--- src/shared/tevc_defs.svh ---
// constants for the thermal event output control block
`ifndef TEVC_DEFS_SVH
`define TEVC_DEFS_SVH
`define TEVC_CFG_W          16
`define TEVC_BIT_MODE       0
`define TEVC_BIT_POL        1
`define TEVC_BIT_CRIT_ONLY  2
`define TEVC_BIT_OUT_EN     3
`define TEVC_BIT_ASSERTED   4
`define TEVC_BIT_CLEAR      5
`define TEVC_CFG_RESET      16'h0000
`endif

--- src/shared/tevc_pkg.sv ---
// types for the thermal event output control block
package tevc_pkg;
    // effective settings applied to the output
    typedef struct packed {
        logic out_en;
        logic crit_only;
        logic pol;
        logic mode;
    } tevc_ctl_t;

    // trip conditions from the comparator core
    typedef struct packed {
        logic crit;
        logic window;
    } tevc_trip_t;

    typedef enum logic [1:0] {
        TEVC_RUN   = 2'b01,
        TEVC_SLEEP = 2'b10
    } tevc_state_t;
endpackage

--- src/logic/tevc_event_ctl.sv ---
// event output control: configuration bits, locks, shutdown behaviour, alert pin
//
// Contract
// - critical-only gate selects crit or any event
// - alarm lock blocks critical-only writes
// - polarity bit zero gives active low
// - either lock blocks polarity writes
// - polarity change drives pin immediately
// - sleep holds pin or deasserts it
// - other shutdown writes apply after conversion
// - some bus options defer polarity in shutdown
// - mode bit selects comparator or interrupt
// - either lock blocks mode writes
// - output enable zero keeps pin released
// - interrupt event latched until software clears
`timescale 1ns/1ns
`include "tevc_defs.svh"
module tevc_event_ctl (
    input  wire logic                    i_clk,
    input  wire logic                    i_reset,
    input  wire logic                    i_cfg_wr,
    input  wire logic [`TEVC_CFG_W-1:0]  i_cfg_wdata,
    output logic      [`TEVC_CFG_W-1:0]  o_cfg_rdata,
    input  wire logic                    i_lock_crit,
    input  wire logic                    i_lock_alarm,
    input  wire tevc_pkg::tevc_trip_t    i_trip,
    input  wire logic                    i_conv_done,
    input  wire logic                    i_shutdown,
    input  wire logic                    i_sleep_alert_state,
    input  wire logic                    i_timeout_disable,
    input  wire logic                    i_data_line_enable,
    input  wire logic                    i_alert_response,
    output logic                         o_alert,
    output logic                         o_alert_oe_n,
    output logic                         o_alert_asserted_flag
);
    tevc_pkg::tevc_ctl_t   prog_r;
    tevc_pkg::tevc_ctl_t   eff_r;
    tevc_pkg::tevc_state_t state_r;
    logic                  pend_r;
    logic                  latch_r;
    logic                  frozen_r;
    logic                  active_r;
    logic                  any_lock;
    logic                  cond;
    logic                  pol_defer;
    logic                  raw_active;
    logic                  clr;

    assign any_lock  = i_lock_crit | i_lock_alarm;
    // polarity deferral depends on the bus options
    assign pol_defer = i_timeout_disable | ~i_data_line_enable;
    assign clr       = (i_cfg_wr & i_cfg_wdata[`TEVC_BIT_CLEAR]) | i_alert_response;

    // programmed bits, each write gated by its locks
    always_ff @(posedge i_clk) begin
        if (i_reset) begin
            prog_r <= '0;
        end else if (i_cfg_wr) begin
            if (!i_lock_alarm) begin
                prog_r.crit_only <= i_cfg_wdata[`TEVC_BIT_CRIT_ONLY];
            end
            if (!any_lock) begin
                prog_r.pol    <= i_cfg_wdata[`TEVC_BIT_POL];
                prog_r.mode   <= i_cfg_wdata[`TEVC_BIT_MODE];
                prog_r.out_en <= i_cfg_wdata[`TEVC_BIT_OUT_EN];
            end
        end
    end

    // run/sleep tracking; pend marks waiting for first conversion after wake
    always_ff @(posedge i_clk) begin
        if (i_reset) begin
            state_r <= tevc_pkg::TEVC_RUN;
            pend_r  <= 1'b0;
        end else begin
            case (state_r)
                tevc_pkg::TEVC_RUN: begin
                    if (i_shutdown) begin
                        state_r <= tevc_pkg::TEVC_SLEEP;
                    end else if (i_conv_done) begin
                        pend_r <= 1'b0;
                    end
                end
                tevc_pkg::TEVC_SLEEP: begin
                    if (!i_shutdown) begin
                        state_r <= tevc_pkg::TEVC_RUN;
                        pend_r  <= 1'b1;
                    end
                end
                default: begin
                    state_r <= tevc_pkg::TEVC_RUN;
                end
            endcase
        end
    end

    // effective settings: shutdown edits other than polarity held until a fresh conversion
    always_ff @(posedge i_clk) begin
        if (i_reset) begin
            eff_r <= '0;
        end else begin
            if (state_r == tevc_pkg::TEVC_RUN && !pend_r && !i_shutdown) begin
                eff_r.mode      <= prog_r.mode;
                eff_r.crit_only <= prog_r.crit_only;
                eff_r.out_en    <= prog_r.out_en;
            end else if (state_r == tevc_pkg::TEVC_RUN && pend_r && i_conv_done) begin
                eff_r.mode      <= prog_r.mode;
                eff_r.crit_only <= prog_r.crit_only;
                eff_r.out_en    <= prog_r.out_en;
            end
            // polarity bypasses conversion timing unless options defer it
            if (state_r == tevc_pkg::TEVC_RUN || !pol_defer) begin
                eff_r.pol <= prog_r.pol;
            end
        end
    end

    // trip selection by the critical-only gate
    assign cond = eff_r.crit_only ? i_trip.crit : (i_trip.crit | i_trip.window);

    // interrupt latch; a new event beats a clear in the same cycle
    always_ff @(posedge i_clk) begin
        if (i_reset) begin
            latch_r <= 1'b0;
        end else if (state_r == tevc_pkg::TEVC_RUN && eff_r.mode && cond) begin
            latch_r <= 1'b1;
        end else if (clr || !eff_r.mode) begin
            latch_r <= 1'b0;
        end
    end

    // comparator follows condition, interrupt shows latch
    assign raw_active = eff_r.mode ? latch_r : cond;

    // asserted state, frozen or cleared in sleep
    always_ff @(posedge i_clk) begin
        if (i_reset) begin
            active_r <= 1'b0;
            frozen_r <= 1'b0;
        end else if (state_r == tevc_pkg::TEVC_SLEEP) begin
            active_r <= i_sleep_alert_state ? 1'b0 : frozen_r;
        end else begin
            active_r <= raw_active & eff_r.out_en;
            frozen_r <= raw_active & eff_r.out_en;
        end
    end

    // pin level mapped by polarity combinationally so a polarity change is instant
    always_comb begin
        o_alert      = eff_r.pol ? active_r : ~active_r;
        o_alert_oe_n = ~eff_r.out_en;
    end

    assign o_alert_asserted_flag = active_r;
    // upper bits read as zero; clear bit is write-only and reads zero too
    assign o_cfg_rdata = {11'h000, active_r, prog_r.out_en, prog_r.crit_only, prog_r.pol, prog_r.mode};

    // assertions
    a_crit_gate: assert property (@(posedge i_clk) disable iff (i_reset)
        (state_r == tevc_pkg::TEVC_RUN && !eff_r.mode && eff_r.crit_only && !i_trip.crit) |=> !active_r)
        else $error("window event passed the critical-only gate");
    a_crit_lock: assert property (@(posedge i_clk) disable iff (i_reset)
        (i_cfg_wr && i_lock_alarm) |=> prog_r.crit_only == $past(prog_r.crit_only))
        else $error("critical-only not held");
    a_pol_lock: assert property (@(posedge i_clk) disable iff (i_reset)
        (i_cfg_wr && any_lock) |=> $stable(prog_r.pol))
        else $error("polarity changed under lock");
    a_mode_lock: assert property (@(posedge i_clk) disable iff (i_reset)
        (i_cfg_wr && any_lock) |=> $stable(prog_r.mode))
        else $error("mode changed under lock");
    a_polarity: assert property (@(posedge i_clk) disable iff (i_reset)
        o_alert_asserted_flag |-> o_alert == eff_r.pol)
        else $error("asserted alert level wrong for polarity");
    a_pol_apply: assert property (@(posedge i_clk) disable iff (i_reset)
        (state_r == tevc_pkg::TEVC_RUN || !pol_defer) |=> eff_r.pol == $past(prog_r.pol))
        else $error("polarity not applied at once");
    a_disabled: assert property (@(posedge i_clk) disable iff (i_reset)
        (state_r == tevc_pkg::TEVC_RUN && !eff_r.out_en) |=> !active_r)
        else $error("alert asserted while disabled");
    a_sleep_deassert: assert property (@(posedge i_clk) disable iff (i_reset)
        (state_r == tevc_pkg::TEVC_SLEEP && i_sleep_alert_state) |=> !active_r)
        else $error("alert not deasserted in sleep");
    a_pol_defer: assert property (@(posedge i_clk) disable iff (i_reset)
        (state_r == tevc_pkg::TEVC_SLEEP && pol_defer) |=> $stable(eff_r.pol))
        else $error("polarity applied in sleep despite deferral");
    a_comp_follow: assert property (@(posedge i_clk) disable iff (i_reset)
        (state_r == tevc_pkg::TEVC_RUN && !eff_r.mode && eff_r.out_en && cond) |=> active_r)
        else $error("comparator output did not follow trip");
    a_latch_hold: assert property (@(posedge i_clk) disable iff (i_reset)
        (latch_r && eff_r.mode && !clr) |=> latch_r)
        else $error("interrupt latch dropped without clear");
endmodule

--- config.mk ---
export PLATFORM = sky130hd
export DESIGN_NAME = tevc_event_ctl
export DESIGN_NICKNAME = d
export VERILOG_FILES = /design/src/shared/tevc_pkg.sv /design/src/logic/tevc_event_ctl.sv
export VERILOG_INCLUDE_DIRS = /design/src /design/src/shared
export SDC_FILE = /design/constraint.sdc
export NUM_CORES = 1
export LEC_CHECK = 0
export BUFFER_PORTS_ARGS = -buffer_cell sky130_fd_sc_hd__buf_2
export CORE_MARGIN = 8
export CORE_UTILIZATION = 40
export CTS_CLUSTER_DIAMETER = 100
export DETAILED_ROUTE_END_ITERATION = 8
export PLACE_DENSITY = 0.74
export SYNTH_ARGS = -nofsm -noshare
export SYNTH_HDL_FRONTEND = slang
export SYNTH_SLANG_ARGS = --single-unit
--- constraint.sdc ---
create_clock -name i_clk -period 1.5 [get_ports i_clk]
set_clock_uncertainty 0.1 [all_clocks]
set_input_delay 0.075 -clock i_clk [delete_from_list [all_inputs] [get_ports i_clk]]
set_output_delay 0.075 -clock i_clk [all_outputs]
set_load 0.005 [all_outputs]
==> impl_metrics.env, run 1 <==
export IMPL_finalSetupTns_ns=0
export IMPL_path_class="primary input to flip-flop"
export IMPL_min_period_ns=1.26
export IMPL_placementRows=15
export IMPL_status="completed"
export IMPL_die_area_sq_um=3400
export IMPL_peakVddDrop_v=0.000478
export IMPL_grt_antenna_before_repair=0
export IMPL_areaGrowthSynthToFinish_pct=31.6
export IMPL_die_h_um=58.3
export IMPL_place_hpwl_um=1210
export IMPL_grt_pass1_vias=619
export IMPL_htreeDepth=1
export IMPL_io_buffer_count=25
export IMPL_groute_usage_overall_pct=9.90
export IMPL_path_clk_slew_ns=0.08
export IMPL_grt_pass1_wl_um=2630
export IMPL_p_per_area_nw_per_um2=818
export IMPL_p_total_mw=0.771
export IMPL_hp_class="primary input to flip-flop"
export IMPL_synth_cell_types=25
export IMPL_rsz0062_at_grt="no"
export IMPL_grt_max_degree=15
export IMPL_gp_congestion=0.711
export IMPL_dp_cells=123
export IMPL_post_cts_buffers=0
export IMPL_fmax_ghz=0.792
export IMPL_insertion_delay_ns=0.28
export IMPL_async_reset_ff_share_pct=0
export IMPL_synth_cells=76
export IMPL_coreArea_sq_um=1710
export IMPL_ios=48
export IMPL_cp_data_arrival_time_ns=1.33
export IMPL_drc=0
export IMPL_cts_made_buffers=3
export IMPL_cts_tree="built"
export IMPL_ys_warn_count=0
export IMPL_syn_area_per_cell_sq_um=9.42
export IMPL_wirelength_um=1580
export IMPL_synth_cell_area_sq_um=716
export IMPL_num_vias=585
export IMPL_synthFlopType="dfxtp_1"
export IMPL_antenna_cells=0
export IMPL_drive_gt1_share_pct=29.7
export IMPL_yosys_register_bits=14
export IMPL_synth_edf_count=0
export IMPL_die_w_um=58.3
export IMPL_endpoint_kind="flip-flop"
export IMPL_crit_path_start_kind="primary input"
export IMPL_worstPathRequired_ns=1.57
export IMPL_detail_route_wl_per_cell_um=11.6
export IMPL_synth_seq_area_share_pct=39.2
export IMPL_p_leak_nw=0.415
export IMPL_cap_viol_max_count=0
export IMPL_nets=141
export IMPL_grt_ovfl_total=0
export IMPL_drv_slew=0
export IMPL_final_cells=136
export IMPL_drtIter0Drc=1
export IMPL_path_max_fanout=3
export IMPL_vias_per_cell=4.30
export IMPL_hold_violations=0
export IMPL_cts_max_path_buffers=2
export IMPL_clock_root_buffer="clkbuf_4"
export IMPL_period_share_pct=84.2
export IMPL_drt_antenna_violating_nets=0
export IMPL_drt_pass1_iter_count=4
export IMPL_initial_core_util_pct=41.9
export IMPL_finalSetupViolCount=0
export IMPL_clock_sinks=14
[report_power, final]
part           internal, mW  switching (mW)
Clock                 0.148           0.119
Combinational        0.0631          0.0504
Sequential            0.382         0.00946
Total                 0.592           0.179
[routing by layer]
metal	track usage, %	up-vias	share of wire (%)
met5	0	-	0
met2	17.6	25	51
met3	3.70	4	9.7
met1	9.69	254	38
li1	-	302	-
met4	5.24	0	1.7
[synthesized netlist by cell type (all sizes together), types with 2 or more instances]
library cell	instances	area, sq um
a211oi	2	27.5
buf	12	90.1
inv	4	15.0
mux2i	7	70.1
nand2b	8	57.6
nor2	5	18.8
dfxtp	14	280
a21oi	3	15.0
nor2b	5	31.3
a211o	2	17.5
o21ai	3	15.0
[stage by stage]
stage          area [sq um]  hold WS [ns]  setup slack, ns  util (%)
6_report                942        0.0141            0.237      55.2
5_1_grt                 942        0.0192            0.148      55.2
4_1_cts                 942       0.00945            0.223      55.2
3_5_place_dp            816         0.215            0.249      47.8
3_3_place_gp            816         0.206            0.300      47.8
2_1_floorplan           753        0.0890            0.396         -
[critical path, cell delays in order]
cell           delay (ns)
dlygate4sd3_1        0.53
buf_2                0.12
nor3b_2              0.32
mux2i_1              0.24
nor2_1               0.05
[timing repair]
| action | in CTS | in global routing |
|---|---|---|
| gates resized for setup | 0 | 0 |
| hold buffers | 9 | 0 |
| endpoints found under the hold margin | 7 | 0 |
[area by class of cell]
| class | count | area [sq um] |
|---|---|---|
| Clock buffer | 4 | 36.3 |
| Fill cell | 159 | 766 |
| Inverter | 4 | 15.0 |
| Multi-Input combinational cell | 55 | 364 |
| Sequential cell | 14 | 280 |
| Tap cell | 25 | 31.3 |
| Timing Repair Buffer | 34 | 215 |
[flip-flops by register name, indices dropped and copies added (netlist names)]
name                   cells
frozen_r                   1
state_r                    2
latch_r                    1
o_cfg_rdata                4
pend_r                     1
eff_r                      4
o_alert_asserted_flag      1
[placed cells by master, fill, tap and decap left out]
cell type,netlist,layout
buf_2,0,25
dfxtp_1,14,14
conb_1,1,11
dlygate4sd3_1,0,9
mux2i_1,7,7
nand2b_1,7,7
nor2_1,5,5
nor2b_1,5,5
inv_1,4,4
a21oi_1,3,3
clkbuf_4,0,3
a211o_1,2,2
o21ai_1,2,2
xnor2_1,1,1
nor3b_2,1,1
o21a_1,1,1
o31ai_1,1,1
a211oi_1,1,1
nand2b_4,1,1
a211oi_4,1,1
nand3_1,1,1
a21bo_2,1,1
o21ai_0,1,1
nor3_1,1,1
nand3b_1,1,1
o22ai_1,1,1
clkbuf_8,0,1
[final timing paths]
path              startpoint        endpoint  slack [ns]  depth (start not counted)
setup / recovery    i_cfg_wr  o_cfg_rdata[3]        0.24                          5
hold / removal       i_reset  o_cfg_rdata[2]        0.01                          2
setup reg to reg  state_r[0]        eff_r[0]        0.25                          3
hold reg to reg     eff_r[2]        eff_r[2]        0.39                          2
[kinds of logic after synthesis]
family | after synthesis | share of synthesized area [%]
other cells | 1 | 0.524
xor+xnor | 1 | 1.22
mux | 7 | 9.79
flops | 14 | 39.2
buf+inv | 17 | 15.2
simple gates | 22 | 19.2
compound gates | 14 | 14.9
(Power assumes the default switching activity.)
==> run 2, diff against run 1 <==
- ABC_AREA: default -> 1
- CORE_UTILIZATION: 40 -> 39
- PLACE_DENSITY: 0.74 -> 0.73
- clock period: 1.5 -> 1.21 ns (I/O delays scaled with it)
==> run 2 against run 1 <==
Final cell count grew 9.6%. Critical path depth grew 3. Register-to-register slack lost 0.12 ns. Count of clock-buffer cells in the layout decreased by 1. Wire length up 5.5%. Synthesized area down 3.5%. Via count is 15% higher. Core utilization shrank 0.35 points. Critical endpoint is now o_cfg_rdata[1]. Non-clock buffer count is 3 higher. Largest cell class unchanged. Sequential power grew 25%. First-iteration DRC count grew to 9.0 times the previous value.
==> impl_metrics.env, run 2 <==
export IMPL_period_share_pct=92.4
export IMPL_p_sw_mw=0.222
export IMPL_drive_gt1_share_pct=26.5
export IMPL_hold_violations=0
export IMPL_synth_cell_types=18
export IMPL_syn_area_per_cell_sq_um=7.27
export IMPL_combPwrFrac_pct=17.5
export IMPL_hp_class="primary input to flip-flop"
export IMPL_antenna_cells=0
export IMPL_synth_edf_count=0
export IMPL_clock_sinks=14
export IMPL_finalSetupTns_ns=0
export IMPL_peakVddDrop_v=0.000599
export IMPL_grt_max_degree=10
export IMPL_wirelength_um=1660
export IMPL_gp_congestion=0.678
export IMPL_groute_usage_overall_pct=10.0
export IMPL_synth_seq_area_share_pct=40.6
export IMPL_worstPathRequired_ns=1.28
export IMPL_setup_ws_ns=0.0918
export IMPL_io_buffer_count=25
export IMPL_insertion_delay_ns=0.27
export IMPL_seqPwrFrac_pct=54.9
export IMPL_status="completed"
export IMPL_synthFlopType="dfxtp_1"
export IMPL_crit_end="o_cfg_rdata[1]"
export IMPL_crit_path_start_kind="primary input"
export IMPL_synthTopCellsByArea="dfxtp_1 (41%), buf_4 (13%), a21oi_1 (7.2%)"
export IMPL_yosysMostFrequentCell="dfxtp_1"
export IMPL_drt_antenna_violating_nets=0
export IMPL_detail_route_wl_per_cell_um=11.2
export IMPL_fmax_ghz=0.894
export IMPL_multi_input_area_sq_um=304
export IMPL_worstReg2RegStart="pend_r"
export IMPL_synth_cell_area_sq_um=691
export IMPL_grt_ovfl_total=0
export IMPL_htreeDepth=1
export IMPL_p_clk_share_pct=27.6
export IMPL_grt_antenna_before_repair=0
export IMPL_finalSetupViolCount=0
export IMPL_min_from="i_lock_crit"
export IMPL_intPower_mw=0.670
export IMPL_path_class="primary input to flip-flop"
export IMPL_path_max_fanout=4
export IMPL_cts_tree="built"
export IMPL_clock_root_buffer="clkbuf_4"
export IMPL_grt_pass1_vias=687
export IMPL_r2r_cells=4
export IMPL_nets=163
export IMPL_yosys_register_bits=14
export IMPL_switching_share_pct=24.9
export IMPL_vias_per_cell=4.50
export IMPL_ys_warn_count=0
export IMPL_final_common_cell="buf_2"
export IMPL_r2r_end="eff_r[2]"
export IMPL_cts_made_buffers=3
export IMPL_min_period_ns=1.12
export IMPL_die_w_um=58.1
export IMPL_synth_common_cells="dfxtp_1 (14), buf_4 (12), inv_1 (12), nand2_1 (12)"
export IMPL_place_hpwl_um=1280
export IMPL_synth_top_area_share_pct=40.6
export IMPL_ios=48
export IMPL_p_leak_nw=0.455
export IMPL_r2r_setup_slack_ns=0.13
export IMPL_synth_largest_area_cell="dfxtp_1"
export IMPL_async_reset_ff_share_pct=0
export IMPL_p_per_area_nw_per_um2=963
export IMPL_cap_viol_max_count=0
export IMPL_path_clk_slew_ns=0.08
export IMPL_cp_data_arrival_time_ns=1.18
export IMPL_drc=0
export IMPL_cts_max_path_buffers=2
export IMPL_die_area_sq_um=3370
export IMPL_fin_area_sq_um=926
export IMPL_die_h_um=58.1
export IMPL_initial_core_util_pct=40.9
export IMPL_place_ws_ns=0.127
export IMPL_drv_slew=0
export IMPL_critPathLaunch="i_lock_alarm"
export IMPL_regArea_sq_um=280
export IMPL_final_cell_mix="buf_2 (25), dfxtp_1 (14), dlygate4sd3_1 (12)"
export IMPL_num_vias=670
export IMPL_grt_pass1_wl_um=2700
export IMPL_drt_pass1_iter_count=4
export IMPL_synth_cells=95
export IMPL_timing_hold_ws_ns=0.0431
export IMPL_drtIter0Drc=9
export IMPL_fillers=165
export IMPL_coreArea_sq_um=1690
export IMPL_rsz0062_at_grt="no"
export IMPL_place_area_sq_um=773
export IMPL_endpoint_kind="flip-flop"
export IMPL_placementRows=15
export IMPL_areaGrowthSynthToFinish_pct=34.1
==> run 2: timing repair <==
item / CTS / global route
endpoints found under the hold margin: 13 / 0
buffers inserted: 0 / 0
hold buffers: 12 / 0
endpoints found under the setup margin: 0 / 3
gates resized for setup: 0 / 4
==> run 2: how the worst min path moves through the flow <==
stage | endpoint | slack (ns) | cells past startpoint
floorplan | state_r[0] | 0.05 | 1
global placement | o_cfg_rdata[1] | 0.19 | 3
detailed placement | o_cfg_rdata[3] | 0.20 | 3
CTS | o_cfg_rdata[3] | 0.05 | 4
global route | o_cfg_rdata[3] | 0.05 | 4
finish | o_cfg_rdata[1] | 0.04 | 5
==> run 2: final cells by class <==
class / count / area share [%]
Tap cell: 17 / 2.30
Sequential cell: 14 / 30.3
Inverter: 14 / 5.68
Clock buffer: 3 / 2.43
Multi-Input combinational cell: 64 / 32.8
Timing Repair Buffer: 37 / 26.5
==> run 2: metal layers <==
| metal | GRT usage (%) | share of wire (%) | up-vias |
|---|---|---|---|
| met3 | 3.09 | 7.3 | 2 |
| met2 | 19.3 | 51 | 23 |
| met5 | 0 | 0 | - |
| li1 | - | - | 351 |
| met1 | 9.42 | 40 | 294 |
| met4 | 4.55 | 1.6 | 0 |
==> run 2: cell families (layout without fill, tap and decap cells) <==
logic type             after synthesis  in the layout  synth area share [%]
AO/OA/AOI/OAI                       17             17                  12.3
XOR/XNOR                             1              1                  1.27
buffers and inverters               27             54                  22.3
flip-flops                          14             14                  40.6
other                                1             11                 0.543
AND/OR/NAND/NOR                     35             35                  23.0
==> run 2: worst max-delay path, cell delays in order <==
cell and delay [ns]:
dlygate4sd3_1 0.53, buf_2 0.12, inv_1 0.07, nand2_2 0.07, nor2_4 0.13, inv_2 0.05
nor2_1 0.09, nor2_1 0.05
==> run 2: power groups by stage <==
stage	registers, mW	logic (mW)	clock network (mW)
2_1_floorplan	0.499	0.0966	0
3_3_place_gp	0.500	0.116	0
3_5_place_dp	0.500	0.120	0
4_1_cts	0.489	0.150	0.259
5_1_grt	0.492	0.175	0.279
6_report	0.489	0.156	0.246
==> run 2: through the flow <==
stage | std cells | utilization, % | total power [mW]
3_3_place_gp | 134 | 45.8 | 0.616
5_1_grt | 149 | 54.8 | 0.946
4_1_cts | 149 | 54.2 | 0.899
6_report | 149 | 54.8 | 0.891
3_5_place_dp | 134 | 45.8 | 0.621
2_1_floorplan | 105 | - | 0.596
